### config.mk
export PLATFORM = sky130hd
export DESIGN_NAME = ssg_core
export DESIGN_NICKNAME = d
export VERILOG_FILES = /design/src/ssg_pkg.sv /design/src/ssg_cfg_mem.sv /design/src/ssg_core.sv
export SDC_FILE = /design/constraint.sdc
export NUM_CORES = 2
export LEC_CHECK = 0
export BUFFER_PORTS_ARGS = -buffer_cell sky130_fd_sc_hd__buf_4
export CAP_MARGIN = 5
export CORE_ASPECT_RATIO = 0.6
export CORE_MARGIN = 5
export CORE_UTILIZATION = 63
export DETAILED_ROUTE_END_ITERATION = 12
export PLACE_DENSITY = 0.8
export REMOVE_ABC_BUFFERS = 1
export SLEW_MARGIN = 15
export SYNTH_ARGS = -nofsm -noshare
export SYNTH_HDL_FRONTEND = slang
export SYNTH_HIERARCHICAL = 1
export SYNTH_SLANG_ARGS = --single-unit
### constraint.sdc
create_clock -name clk_sys_in -period 4.75 [get_ports clk_sys_in]
set_input_delay 0.7125 -clock clk_sys_in [delete_from_list [all_inputs] [get_ports clk_sys_in]]
set_output_delay 0.7125 -clock clk_sys_in [all_outputs]
set_load 0.02 [all_outputs]
### src/ssg_pkg.sv
// Package for the sequence start and general output logic
package ssg_pkg;
	localparam int NUM_CH = 16;
	localparam int NUM_PIN = 12;
	localparam int PAGE_W = 5;
	// Register offsets on the paged command port
	localparam logic [7:0] CMD_TIMEOUT = 8'hE6;
	localparam logic [7:0] CMD_SEQ_CFG = 8'hE8;
	localparam logic [7:0] CMD_PIN_CFG = 8'hE9;
	// Start configuration fields
	localparam int SEQ_GROUP_LSB = 0;
	localparam int SEQ_TRIG_LSB = 4;
	localparam int SIGNATURE_MATCH_FIELD_LSB = 8;
	localparam int SEQ_MASK_LSB = 16;
	localparam logic [31:0] SEQ_CFG_RW_MASK = 32'hFFFF_0F33;
	localparam logic [31:0] SEQ_CFG_RESET = 32'h0000_0000;
	localparam logic [15:0] TIMEOUT_RESET = 16'h0000;
	// Output pin configuration fields
	localparam int PIN_FUNC_LSB = 0;
	localparam int PIN_POL_BIT = 3;
	localparam int PIN_DRV_BIT = 4;
	localparam int PIN_MASK_LSB = 16;
	localparam logic [31:0] PIN_CFG_RESET = 32'h0000_0000;
	// Millisecond tick at 40 MHz
	localparam int CLK_HZ = 40_000_000;
	localparam int TICK_MS = 1;
	localparam int MS_CYCLES = CLK_HZ / 1000 * TICK_MS;
	typedef enum logic [1:0] {
		TRIG_GROUP = 2'b00,
		TRIG_AND = 2'b01,
		TRIG_MATCH = 2'b10,
		TRIG_RSVD = 2'b11
	} ssg_trig_t;
	typedef enum logic [2:0] {
		FN_MARGIN = 3'b000,
		FN_FORCE_ON = 3'b001,
		FN_FORCE_OFF = 3'b010,
		FN_AND = 3'b011,
		FN_OR_ALARM = 3'b100
	} ssg_pin_fn_t;
	// One register access on the command port
	typedef struct packed {
		logic wr;
		logic rd;
		logic [PAGE_W-1:0] page;
		logic [7:0] cmd;
		logic [31:0] wdata;
	} ssg_req_t;
	// Per-channel supervisor report
	typedef struct packed {
		logic start;
		logic timeout;
	} ssg_evt_t;
endpackage : ssg_pkg

### src/ssg_cfg_mem.sv
// Small register memory, one word per page, registered read
`timescale 1ns/100ps
module ssg_cfg_mem #(
	parameter int DEPTH = 16,
	parameter int WIDTH = 32,
	parameter int AW = 4
) (
	// Clock
	input wire logic clk_sys_in,
	// Write port
	input wire logic we_in,
	input wire logic [AW-1:0] waddr_in,
	input wire logic [WIDTH-1:0] wdata_in,
	// Read port
	input wire logic [AW-1:0] raddr_in,
	output logic [WIDTH-1:0] rdata_out
);
	logic [WIDTH-1:0] mem_q [DEPTH];

	always_ff @(posedge clk_sys_in)
	begin
		if (we_in)
		begin
			mem_q[waddr_in] <= wdata_in;
		end
	end

	always_ff @(posedge clk_sys_in)
	begin
		rdata_out <= mem_q[raddr_in];
	end
endmodule // ssg_cfg_mem

### src/ssg_core.sv
// Sequence start selection, start timeout supervisor and output pin logic
`timescale 1ns/100ps
module ssg_core (
	// Clock and reset
	input wire logic clk_sys_in,
	input wire logic arst_n_in,
	// Paged command port
	input wire ssg_pkg::ssg_req_t req_in,
	output logic [31:0] rdata_out,
	output logic rvalid_out,
	// Sequencing group signals and signature pin decode
	input wire logic [3:0] group_start_in,
	input wire logic [3:0] signature_code_in,
	// Channel inputs
	input wire logic [ssg_pkg::NUM_CH-1:0] goodness_in,
	input wire logic [ssg_pkg::NUM_CH-1:0] alarm_in,
	input wire logic alert_enable_in,
	// Margining request per pin
	input wire logic [ssg_pkg::NUM_PIN-1:0] margin_drive_in,
	// Channel results
	output logic [ssg_pkg::NUM_CH-1:0] chan_start_out,
	output logic [ssg_pkg::NUM_CH-1:0] vout_summary_out,
	output logic [ssg_pkg::NUM_CH-1:0] start_timeout_fault_bit_out,
	output logic [ssg_pkg::NUM_CH-1:0] fault_action_out,
	output logic alert_out,
	// Output pins
	output logic [ssg_pkg::NUM_PIN-1:0] gpo_out,
	output logic [ssg_pkg::NUM_PIN-1:0] gpo_oe_out,
	output logic [ssg_pkg::NUM_PIN-1:0] margin_mode_out
);
	localparam int NC = ssg_pkg::NUM_CH;
	localparam int NP = ssg_pkg::NUM_PIN;

	// Synchronised pins
	logic [3:0] grp_s1_q, grp_s2_q, sig_s1_q, sig_s2_q;
	logic [NC-1:0] good_s1_q, good_s2_q, alm_s1_q, alm_s2_q;
	always_ff @(posedge clk_sys_in or negedge arst_n_in)
	begin
		if (!arst_n_in)
		begin
			grp_s1_q <= 4'h0;
			grp_s2_q <= 4'h0;
			sig_s1_q <= 4'h0;
			sig_s2_q <= 4'h0;
			good_s1_q <= 16'h0000;
			good_s2_q <= 16'h0000;
			alm_s1_q <= 16'h0000;
			alm_s2_q <= 16'h0000;
		end
		else
		begin
			grp_s1_q <= group_start_in;
			grp_s2_q <= grp_s1_q;
			sig_s1_q <= signature_code_in;
			sig_s2_q <= sig_s1_q;
			good_s1_q <= goodness_in;
			good_s2_q <= good_s1_q;
			alm_s1_q <= alarm_in;
			alm_s2_q <= alm_s1_q;
		end
	end

	// Config registers held as flops so every channel is read at once
	logic [15:0] timeout_q [NC];
	logic [31:0] seq_cfg_q [NC];
	logic [31:0] pin_cfg_q [NP];
	logic pg_ok;
	assign pg_ok = req_in.page < 5'(NC);

	// Millisecond tick
	logic [15:0] ms_cnt_q;
	logic ms_tick_q;
	always_ff @(posedge clk_sys_in or negedge arst_n_in)
	begin
		if (!arst_n_in)
		begin
			ms_cnt_q <= 16'h0000;
			ms_tick_q <= 1'b0;
		end
		else if (ms_cnt_q == 16'(ssg_pkg::MS_CYCLES - 1))
		begin
			ms_cnt_q <= 16'h0000;
			ms_tick_q <= 1'b1;
		end
		else
		begin
			ms_cnt_q <= ms_cnt_q + 16'h0001;
			ms_tick_q <= 1'b0;
		end
	end

	// Read mirror in the memory so reads come out of a register
	logic [31:0] mem_wdata, mem_rdata;
	logic mem_we;
	logic [3:0] mem_waddr;
	always_comb
	begin
		mem_we = 1'b0;
		mem_waddr = req_in.page[3:0];
		mem_wdata = 32'h0000_0000;
		if (req_in.wr && req_in.cmd == ssg_pkg::CMD_SEQ_CFG && pg_ok)
		begin
			mem_we = 1'b1;
			mem_wdata = req_in.wdata & ssg_pkg::SEQ_CFG_RW_MASK;
		end
	end

	ssg_cfg_mem #(.DEPTH(16), .WIDTH(32), .AW(4)) u_seq_mirror (
		.clk_sys_in(clk_sys_in),
		.we_in(mem_we),
		.waddr_in(mem_waddr),
		.wdata_in(mem_wdata),
		.raddr_in(req_in.page[3:0]),
		.rdata_out(mem_rdata)
	);

	logic [31:0] rd_other_q;
	logic rd_seq_q;
	logic rd_seq_wr_q;
	logic [NC-1:0] seq_wr_q;
	always_ff @(posedge clk_sys_in or negedge arst_n_in)
	begin
		if (!arst_n_in)
		begin
			rd_other_q <= 32'h0000_0000;
			rd_seq_q <= 1'b0;
			rd_seq_wr_q <= 1'b0;
			rvalid_out <= 1'b0;
		end
		else
		begin
			rvalid_out <= req_in.rd;
			rd_seq_q <= req_in.rd && req_in.cmd == ssg_pkg::CMD_SEQ_CFG && pg_ok;
			rd_seq_wr_q <= seq_wr_q[req_in.page[3:0]];
			rd_other_q <= 32'h0000_0000;
			if (req_in.rd && req_in.cmd == ssg_pkg::CMD_TIMEOUT && pg_ok)
			begin
				rd_other_q <= {16'h0000, timeout_q[req_in.page[3:0]]};
			end
			else if (req_in.rd && req_in.cmd == ssg_pkg::CMD_PIN_CFG && req_in.page < 5'(NP))
			begin
				rd_other_q <= pin_cfg_q[req_in.page[3:0]];
			end
		end
	end
	// Memory output is registered, so the mux is its second stage
	always_ff @(posedge clk_sys_in or negedge arst_n_in)
	begin
		if (!arst_n_in)
		begin
			rdata_out <= 32'h0000_0000;
		end
		else
		begin
			rdata_out <= rd_seq_q ? (rd_seq_wr_q ? mem_rdata : ssg_pkg::SEQ_CFG_RESET) : rd_other_q;
		end
	end

	// The mirror has no reset, so a page never written must read its reset value
	always_ff @(posedge clk_sys_in or negedge arst_n_in)
	begin
		if (!arst_n_in)
		begin
			seq_wr_q <= 16'h0000;
		end
		else if (mem_we)
		begin
			seq_wr_q[mem_waddr] <= 1'b1;
		end
	end

	logic alert_d;
	always_comb
	begin
		alert_d = 1'b0;
		for (int i = 0; i < NC; i++)
		begin
			alert_d = alert_d | start_timeout_fault_bit_out[i];
		end
		alert_d = alert_d & alert_enable_in;
	end
	always_ff @(posedge clk_sys_in or negedge arst_n_in)
	begin
		if (!arst_n_in)
		begin
			alert_out <= 1'b0;
		end
		else
		begin
			alert_out <= alert_d;
		end
	end

	genvar g;
	generate
		for (g = 0; g < NC; g++)
		begin : g_ch
			logic [31:0] c;
			logic trig, grp_seen_q, busy_q;
			logic [15:0] ms_q;
			ssg_pkg::ssg_trig_t tsel;
			logic [15:0] amask;
			assign c = seq_cfg_q[g];
			assign tsel = ssg_pkg::ssg_trig_t'(c[ssg_pkg::SEQ_TRIG_LSB +: 2]);
			assign amask = c[ssg_pkg::SEQ_MASK_LSB +: 16];
			always_comb
			begin
				case (tsel)
					ssg_pkg::TRIG_GROUP: trig = grp_s2_q[c[ssg_pkg::SEQ_GROUP_LSB +: 2]];
					ssg_pkg::TRIG_AND: trig = &(good_s2_q | ~amask);
					ssg_pkg::TRIG_MATCH: trig = (c[ssg_pkg::SIGNATURE_MATCH_FIELD_LSB +: 4] != 4'h0)
						&& (sig_s2_q == c[ssg_pkg::SIGNATURE_MATCH_FIELD_LSB +: 4]);
					default: trig = 1'b0;
				endcase
			end
			always_ff @(posedge clk_sys_in or negedge arst_n_in)
			begin
				if (!arst_n_in)
				begin
					timeout_q[g] <= ssg_pkg::TIMEOUT_RESET;
					seq_cfg_q[g] <= ssg_pkg::SEQ_CFG_RESET;
				end
				else if (req_in.wr && pg_ok && req_in.page[3:0] == 4'(g))
				begin
					if (req_in.cmd == ssg_pkg::CMD_TIMEOUT)
					begin
						timeout_q[g] <= req_in.wdata[15:0];
					end
					if (req_in.cmd == ssg_pkg::CMD_SEQ_CFG)
					begin
						seq_cfg_q[g] <= req_in.wdata & ssg_pkg::SEQ_CFG_RW_MASK;
					end
				end
			end
			// Timeout runs from the selected group rising until this channel starts
			always_ff @(posedge clk_sys_in or negedge arst_n_in)
			begin
				if (!arst_n_in)
				begin
					busy_q <= 1'b0;
					grp_seen_q <= 1'b0;
					ms_q <= 16'h0000;
					chan_start_out[g] <= 1'b0;
					vout_summary_out[g] <= 1'b0;
					start_timeout_fault_bit_out[g] <= 1'b0;
					fault_action_out[g] <= 1'b0;
				end
				else
				begin
					grp_seen_q <= grp_s2_q[c[1:0]];
					chan_start_out[g] <= trig;
					fault_action_out[g] <= 1'b0;
					if (trig)
					begin
						busy_q <= 1'b0;
						ms_q <= 16'h0000;
					end
					else if (grp_s2_q[c[1:0]] && !grp_seen_q)
					begin
						busy_q <= (timeout_q[g] != 16'h0000);
						ms_q <= 16'h0000;
					end
					else if (busy_q && ms_tick_q)
					begin
						if (ms_q + 16'h0001 >= timeout_q[g])
						begin
							busy_q <= 1'b0;
							vout_summary_out[g] <= 1'b1;
							start_timeout_fault_bit_out[g] <= 1'b1;
							fault_action_out[g] <= 1'b1;
						end
						else
						begin
							ms_q <= ms_q + 16'h0001;
						end
					end
				end
			end
		end
		for (g = 0; g < NP; g++)
		begin : g_pin
			logic [31:0] p;
			logic act;
			logic [15:0] m;
			assign p = pin_cfg_q[g];
			assign m = p[ssg_pkg::PIN_MASK_LSB +: 16];
			always_comb
			begin
				case (ssg_pkg::ssg_pin_fn_t'(p[ssg_pkg::PIN_FUNC_LSB +: 3]))
					ssg_pkg::FN_FORCE_ON: act = 1'b1;
					ssg_pkg::FN_FORCE_OFF: act = 1'b0;
					ssg_pkg::FN_AND: act = &(good_s2_q | ~m);
					ssg_pkg::FN_OR_ALARM: act = |(alm_s2_q & m);
					default: act = 1'b0;
				endcase
			end
			always_ff @(posedge clk_sys_in or negedge arst_n_in)
			begin
				if (!arst_n_in)
				begin
					pin_cfg_q[g] <= ssg_pkg::PIN_CFG_RESET;
				end
				else if (req_in.wr && req_in.cmd == ssg_pkg::CMD_PIN_CFG && req_in.page == 5'(g))
				begin
					pin_cfg_q[g] <= req_in.wdata;
				end
			end
			always_ff @(posedge clk_sys_in or negedge arst_n_in)
			begin
				if (!arst_n_in)
				begin
					gpo_out[g] <= 1'b0;
					gpo_oe_out[g] <= 1'b0;
					margin_mode_out[g] <= 1'b1;
				end
				else
				begin
					margin_mode_out[g] <= (p[2:0] == 3'b000);
					if (p[2:0] == 3'b000)
					begin
						gpo_out[g] <= margin_drive_in[g];
						gpo_oe_out[g] <= 1'b0;
					end
					else
					begin
						gpo_out[g] <= act ~^ p[ssg_pkg::PIN_POL_BIT];
						// Open drain only drives the low level
						gpo_oe_out[g] <= !p[ssg_pkg::PIN_DRV_BIT] || !(act ~^ p[ssg_pkg::PIN_POL_BIT]);
					end
				end
			end
		end
	endgenerate

	// Checks
	timeout_sets_a: assert property (@(posedge clk_sys_in) disable iff (!arst_n_in)
		$rose(start_timeout_fault_bit_out[4]) |-> vout_summary_out[4] && fault_action_out[4])
		else $error("timeout without summary");
	zero_disable_a: assert property (@(posedge clk_sys_in) disable iff (!arst_n_in)
		timeout_q[5] == 16'h0000 && $stable(timeout_q[5]) |=> !$rose(g_ch[5].busy_q))
		else $error("zero timeout armed");
	start_clears_a: assert property (@(posedge clk_sys_in) disable iff (!arst_n_in)
		g_ch[6].trig |=> !g_ch[6].busy_q && g_ch[6].ms_q == 16'h0000)
		else $error("start did not clear");
	alert_gate_a: assert property (@(posedge clk_sys_in) disable iff (!arst_n_in)
		!alert_enable_in |=> !alert_out)
		else $error("alert while disabled");
	rsvd_trig_a: assert property (@(posedge clk_sys_in) disable iff (!arst_n_in)
		seq_cfg_q[13][5:4] == 2'b11 |=> !chan_start_out[13])
		else $error("reserved code started");
	seq_zero_a: assert property (@(posedge clk_sys_in) disable iff (!arst_n_in)
		(seq_cfg_q[1] & ~ssg_pkg::SEQ_CFG_RW_MASK) == 32'h0000_0000)
		else $error("unused bits set");
	force_on_a: assert property (@(posedge clk_sys_in) disable iff (!arst_n_in)
		pin_cfg_q[1][4:0] == 5'b01001 |=> gpo_out[1] && gpo_oe_out[1])
		else $error("force on wrong");
	or_alarm_a: assert property (@(posedge clk_sys_in) disable iff (!arst_n_in)
		pin_cfg_q[4][2:0] == 3'b100 && pin_cfg_q[4][3] && (alm_s2_q & pin_cfg_q[4][31:16]) != 16'h0000
		|=> gpo_out[4])
		else $error("alarm or wrong");
	read_lat_a: assert property (@(posedge clk_sys_in) disable iff (!arst_n_in)
		req_in.rd |=> rvalid_out)
		else $error("read answer late");
	timeout_c: cover property (@(posedge clk_sys_in) disable iff (!arst_n_in)
		$rose(start_timeout_fault_bit_out[4]));
	start_c: cover property (@(posedge clk_sys_in) disable iff (!arst_n_in) $rose(chan_start_out[2]));
	pin_c: cover property (@(posedge clk_sys_in) disable iff (!arst_n_in) $rose(gpo_out[3]));
endmodule // ssg_core

# --- Word level (Yosys, flattened, before mapping) ---
# Memories as Yosys holds them, arrays and structs flattened. A register that Yosys moved wholly into a read port is not among the register bits.
# Index checks and enable logic that the tools add are counted.
# Widths: inputs -> output; s select.
word_totals:
  word_cells: 1157
  n_memories: 1
  ram_bits: 512
  reg_bits: 1577
classes:
  muxes: 296
  order_cmp: 37
  eq_ne: 130
  reduce_logical: 353
  bitwise: 130
  n_addsub: 17
memory_table:
  columns: ["name", "words", "word_bits", "rd", "rd_clocked_by_memory_dff", "write_ports", "line", "rtl"]
  rows:
  - ["u_seq_mirror.mem_q", 16, 32, 1, 1, 1, "ssg_cfg_mem.sv:18", "logic [WIDTH-1:0] mem_q [DEPTH];"]
op_table:
  columns: ["operator", "count"]
  rows:
  - ["$mux 16", 67]
  - ["$or 16x16->16", 29]
  - ["$not 16->16", 28]
  - ["$reduce_and 16->1", 28]
  - ["$add 16x1->16 const B", 17]
  - ["$ge 16x16->1", 16]
  - ["$reduce_bool 16->1", 16]
  - ["$mux 32", 7]
  - ["$and 16x16->16", 12]
  - ["$reduce_or 16->1", 12]
  - ["$mux 1", 174]
  - ["$bmux 32 s4", 1]
  - ["$reduce_and 2->1", 64]
  - ["$reduce_bool 3->1", 32]
  - ["$logic_and 1x1->1", 87]
  - ["$pmux 1 s3", 28]
  - ["$bmux 16 s4", 1]
  - ["$eq 4x4->1", 16]
  - ["$reduce_and 4->1", 16]
  - ["$reduce_bool 4->1", 16]
  - ["$lt 2x3->1 const B", 16]
  - ["$ne 3x3->1 const B", 16]
  - ["$logic_not 1->1", 40]
  - ["$eq 3x1->1 const B", 12]
  - ["other kinds (32)", 212]

# --- Longest topological paths before layout ---
depth:
  word_depth: 16
  depth_mapped: 17

# --- Hierarchy ---
# The synthesis kept the hierarchy.
by_module_without_submodules:
  columns: ["mod", "area_each_um2", "cells_each", "n_inst", "seq_area_each_um2"]
  rows:
  - ["ssg_core", 82487.9, 7112, 1, 39477.9]
  - ["ssg_cfg_mem", 19835.3, 838, 1, 16015.4]

# --- Worst setup path before layout ---
# OpenSTA, ideal clock, no wires.
synth_timing:
  path_kind: "input -> register"
  start: "in req_in[36] (netlist bit)"
  end: "mem u_seq_mirror.mem_q[0][0], enable pin"
  setup_time_ns: 0.461
  setup_slack_ns: -0.004
  path_stages: 7
  arrival_ns: 4.293
  t_required_ns: 4.289
  path_buffers: 1
  cell_sequence: "and4b_1 nand3_1 or2_1 clkbuf_1 nor2_1 or3b_2 nor3_1"
synth_via:
  elab_chain_cells: 6
synth_rtl:
  columns: ["element", "line", "rtl"]
  rows:
  - ["from (decl)", "ssg_core.sv:8", "input wire ssg_pkg::ssg_req_t req_in,"]
  - ["$eq 8x8->1", "ssg_core.sv:101", "if (req_in.wr && req_in.cmd == ssg_pkg::CMD_SEQ_CFG && pg_ok)"]
  - ["$logic_and 1x1->1 (2 in a row)", "ssg_core.sv:101", null]
  - ["$mux 1", "ssg_core.sv:101", null]
  - ["via mem_we", "ssg_core.sv:94", "logic mem_we;"]
  - ["$mux 1", "ssg_cfg_mem.sv:22", "if (we_in)"]
  - ["$mux 1 (implied by the code)", "ssg_cfg_mem.sv:24", "mem_q[waddr_in] <= wdata_in;"]
  - ["to (decl)", "ssg_cfg_mem.sv:18", null]
# The timed path passes the listed nets, and every way through them passes these cells.

# --- Worst setup path in the final report ---
layout_timing:
  start: "reg g_ch[12].ms_q[5]"
  end: "reg g_ch[12].ms_q[12]"
layout_via:
  elab_chain_cells: 5
layout_rtl:
  columns: ["element", "line", "rtl"]
  rows:
  - ["from (decl)", "ssg_core.sv:200", "logic [15:0] ms_q;"]
  - ["from (signal assigned)", "ssg_core.sv:274", "ms_q <= ms_q + 16'h0001;"]
  - ["$add 16x1->16 *", "ssg_core.sv:265, ssg_core.sv:274", null]
  - ["parallel branches: the longest is 4 deep, another holds $ge 16x16->1", null, null]
# Mark *: on every way between the ends. The select of a mux whose other input is x is not followed.
# A chain may end at the register's enable or synchronous reset.

==> flow_summary_export.csv <==
group,metric,value,unit
sta,setup_viol,0,
clock_tree,root_buffer,"clkbuf_16",
job,drv_cap,0,
critical_path,arrival,4.78,ns
floorplan,die_w,530.3,um
worst_hold_path,hp-start,"alert_enable_in",
sta,fin_ws,0.7100,ns
synthesis,yosysWarningCount,6,
outcome,outcome,"finished, final reports clean",
critical_path,crit_path_end_kind,"register",
critical_path,crit_type,"register to register",
placed_design,port_buffers,235,
grt,gr-total-overflow,0,
floorplan,die-area,170800,um^2
grt,antenna_found_initial,29,
sta,tightest_slew,1.235,ns
pwr,total_power,36.59,mW
layout,utilization,70.72,%
sta,grt_setup_unrepaired,"no",
critical_path,worstReg2RegStart,"g_ch[12].ms_q[5]$_DFFE_PN0P_",
layout,drive_gt1_share,26.00,%
layout,syn2layout_area_growth,11.40,%
synthesis,synth_area,102300,um^2
synthesis,synth.avg_cell_area,12.87,um^2
routing,vias,73040,
floorplan,core,161200,um^2
worst_hold_path,min_path_type,"primary input to register",
synthesis,yosys.area.top_type,"dfrtp_1",
grt,first_global_vias,72360,
grt,grt_pass1_wl,474.4,mm
placed_design,gp_congestion,1.038,
placed_design,dp_hpwl,219.8,mm
critical_path,start_kind,"register",
routing,vias_per_cell,6.908,
clock_tree,cts_max_level,4,
worst_hold_path,holdPathStages,3,
layout,final_nets,8619,
synthesis,synth_top_area_share,38.27,%
routing,drc,0,
critical_path,rrSetupSlack,0.71,ns
critical_path,reg2reg_to,"g_ch[12].ms_q[12]$_DFFE_PN0P_",
floorplan,ios,236,
critical_path,crit_required,5.49,ns
pwr,vdd_ir_drop_max,294.7,uV
sta,finalHoldViolCount,0,
clock_tree,cts_buffer_depth,4,
synthesis,synthArstFlopShare,74.35,%
sta,max_freq,0.2475,GHz
pwr,p_per_area,321.0,nW/um^2
synthesis,synth_edf_count,512,
clock_tree,cts.sinks,2121,
worst_hold_path,whs_endpoint,"alert_out$_DFF_PN0_",
critical_path,path_max_fanout,31,
clock_tree,cts_tree,"yes",
sta,finClkSkew,0.06604,ns
clock_tree,clkLatencyLatePin,0.87,ns
clock_tree,cts_buffers,195,
synthesis,ys_ff_latch,2121,
sta,slew_headroom,17.46,%
synthesis,ys_types,79,
synthesis,seq_area_frac_synth,54.23,%
sta,fin_crit,4.040,ns
clock_tree,clk_pin_slew,0.07,ns
sta,holdWs,0.1082,ns
floorplan,dieHeight,322.2,um
synthesis,ys.flop_type,"dfrtp_1",
layout,fillers,10690,
routing,wire_per_inst,30.17,um
critical_path,cp-startpoint,"g_ch[12].ms_q[5]$_DFFE_PN0P_",
sta,slew_viol_final,0,
floorplan,rows,114,
synthesis,synth_area_leaders,"dfrtp_1, edfxtp_1, mux2_2",
grt,grt_usage,37.36,%
synthesis,synth_cells,7950,
routing,ant_nets,0,
pwr,p_leak,48.65,nW
routing,drt_first_pass_iters,10,
sta,min_period_over_period,85.05,%
clock_tree,post_cts_resized,0,
routing,drtIter0Drc,10120,
grt,grt_start_max_net_pins,157,
sta,tns,0,ns
routing,wirelength,319.0,mm
placed_design,place_ws,0.8276,ns
floorplan,initial_core_util,63.48,%
critical_path,reg2regPathDepth,11,
-- kinds of logic (layout without fill, tap and decap cells) --
group / after synthesis / in the layout / share of synthesized area, %
AOI/OAI and AO/OA: 1238 / 1238 / 8.041
xor gates and xnor gates: 317 / 317 / 2.713
adders and majority gates: 273 / 273 / 3.338
buffers and inverters: 857 / 1179 / 3.465
DFF: 2121 / 2121 / 54.23
muxes: 1383 / 1383 / 18.72
other: 1 / 155 / 0.003665
and+or+nand+nor: 1760 / 1760 / 9.480
-- cells in the mapped netlist (25+ instances only) --
master	instances
nand2_1	291
and4_1	25
clkbuf_1	318
a211oi_1	41
nor2_1	261
nand2b_1	85
or2_2	37
ha_1	273
buf_4	34
a221oi_1	55
a22o_1	64
xor2_1	140
nand4_1	96
mux4_2	325
o31ai_1	94
a22oi_1	74
or3_1	143
inv_1	350
mux2i_1	59
o211ai_1	40
nor4_1	79
nand3_1	141
a2111oi_0	79
nor3_1	87
edfxtp_1	512
a21oi_1	336
mux2_2	999
o21ai_0	280
and3_1	81
buf_2	101
buf_1	44
xnor2_1	177
dfxtp_1	32
dfrtp_1	1565
or4_1	80
nor2b_1	275
-- worst max-delay path by stage --
| stage | to | slack (ns) | cells past startpoint |
|---|---|---|---|
| after floorplan | u_seq_mirror/mem_q[0][0]$_DFFE_PP_ | 0.06 | 6 |
| after global placement | g_ch[12].ms_q[10]$_DFFE_PN0P_ | 0.87 | 11 |
| after detailed placement | g_ch[7].ms_q[7]$_DFFE_PN0P_ | 0.83 | 12 |
| after CTS | g_ch[12].ms_q[12]$_DFFE_PN0P_ | 0.79 | 11 |
| after global routing | g_ch[2].ms_q[14]$_DFFE_PN0P_ | 0.39 | 15 |
| final | g_ch[12].ms_q[12]$_DFFE_PN0P_ | 0.71 | 11 |
-- worst max-delay path, stage by stage, from the launching register on --
cell and delay [ns]:
dfrtp_1 0.45, and4_1 0.26, nand4_1 0.29, nor2_1 0.30
nand3_1 0.18, xnor2_1 0.25, ha_1 0.28, o21ai_0 0.16
o21bai_1 0.12, or3_1 0.72, or4b_2 0.73, a21oi_1 0.19
-- flip-flops by register name (all words and copies together) (netlist names), 16 cells and up --
register,flops
timeout_q,256
rdata_out,32
start_timeout_fault_bit_out,16
good_s2_q,16
rd_other_q,32
alm_s2_q,16
alm_s1_q,16
g_pin.p,384
ms_cnt_q,16
seq_wr_q,16
chan_start_out,16
good_s1_q,16
g_ch.busy_q,16
g_ch.ms_q,256
u_seq_mirror/rdata_out,32
g_ch.grp_seen_q,16
g_ch.c,384
u_seq_mirror/mem_q,512
fault_action_out,16
-- timing repair --
item,CTS,global route
endpoints found under the hold margin,130,0
setup buffers,0,0
hold buffers,42,0
-- power breakdown --
group	switching [mW]	internal [mW]
clock	7.07	8.92
combinational	1.29	0.456
sequential	0.154	18.7
-- per-stage QoR --
step / area (um^2) / instances
global placement: 107100 / 10150
global route: 113900 / 10550
finish: 114000 / 10570
CTS: 113900 / 10550
floorplan: 100600 / 7570
detailed placement: 107100 / 10150
-- layer usage --
layer | share of wire, % | global-route usage, %
met2 | 40 | 49.72
met5 | 0.10 | 0.1088
met1 | 40 | 55.53
met3 | 15 | 15.96
met4 | 3.9 | 11.97
-- cell type report --
class | instances | area (um^2) | area share (%)
antenna | 27 | 67.56 | 0.05928
clock buffer | 280 | 5625 | 4.935
clock inverter | 72 | 742.0 | 0.6509
inverter | 350 | 1314 | 1.153
multi-input combinational | 5099 | 44000 | 38.60
sequential | 2121 | 55490 | 48.69
tap | 2146 | 2685 | 2.356
timing repair buffer | 477 | 4059 | 3.561
-- cells in the final DEF (no fill, tap or decap), types with 271 or more instances in the layout --
master,count
dfrtp_1,1564
mux2_2,999
edfxtp_1,512
buf_4,405
inv_1,350
a21oi_1,335
mux4_2,325
nand2_1,290
ha_1,273
nor2b_1,271
o21ai_0,271
(Power assumes the default switching activity.)
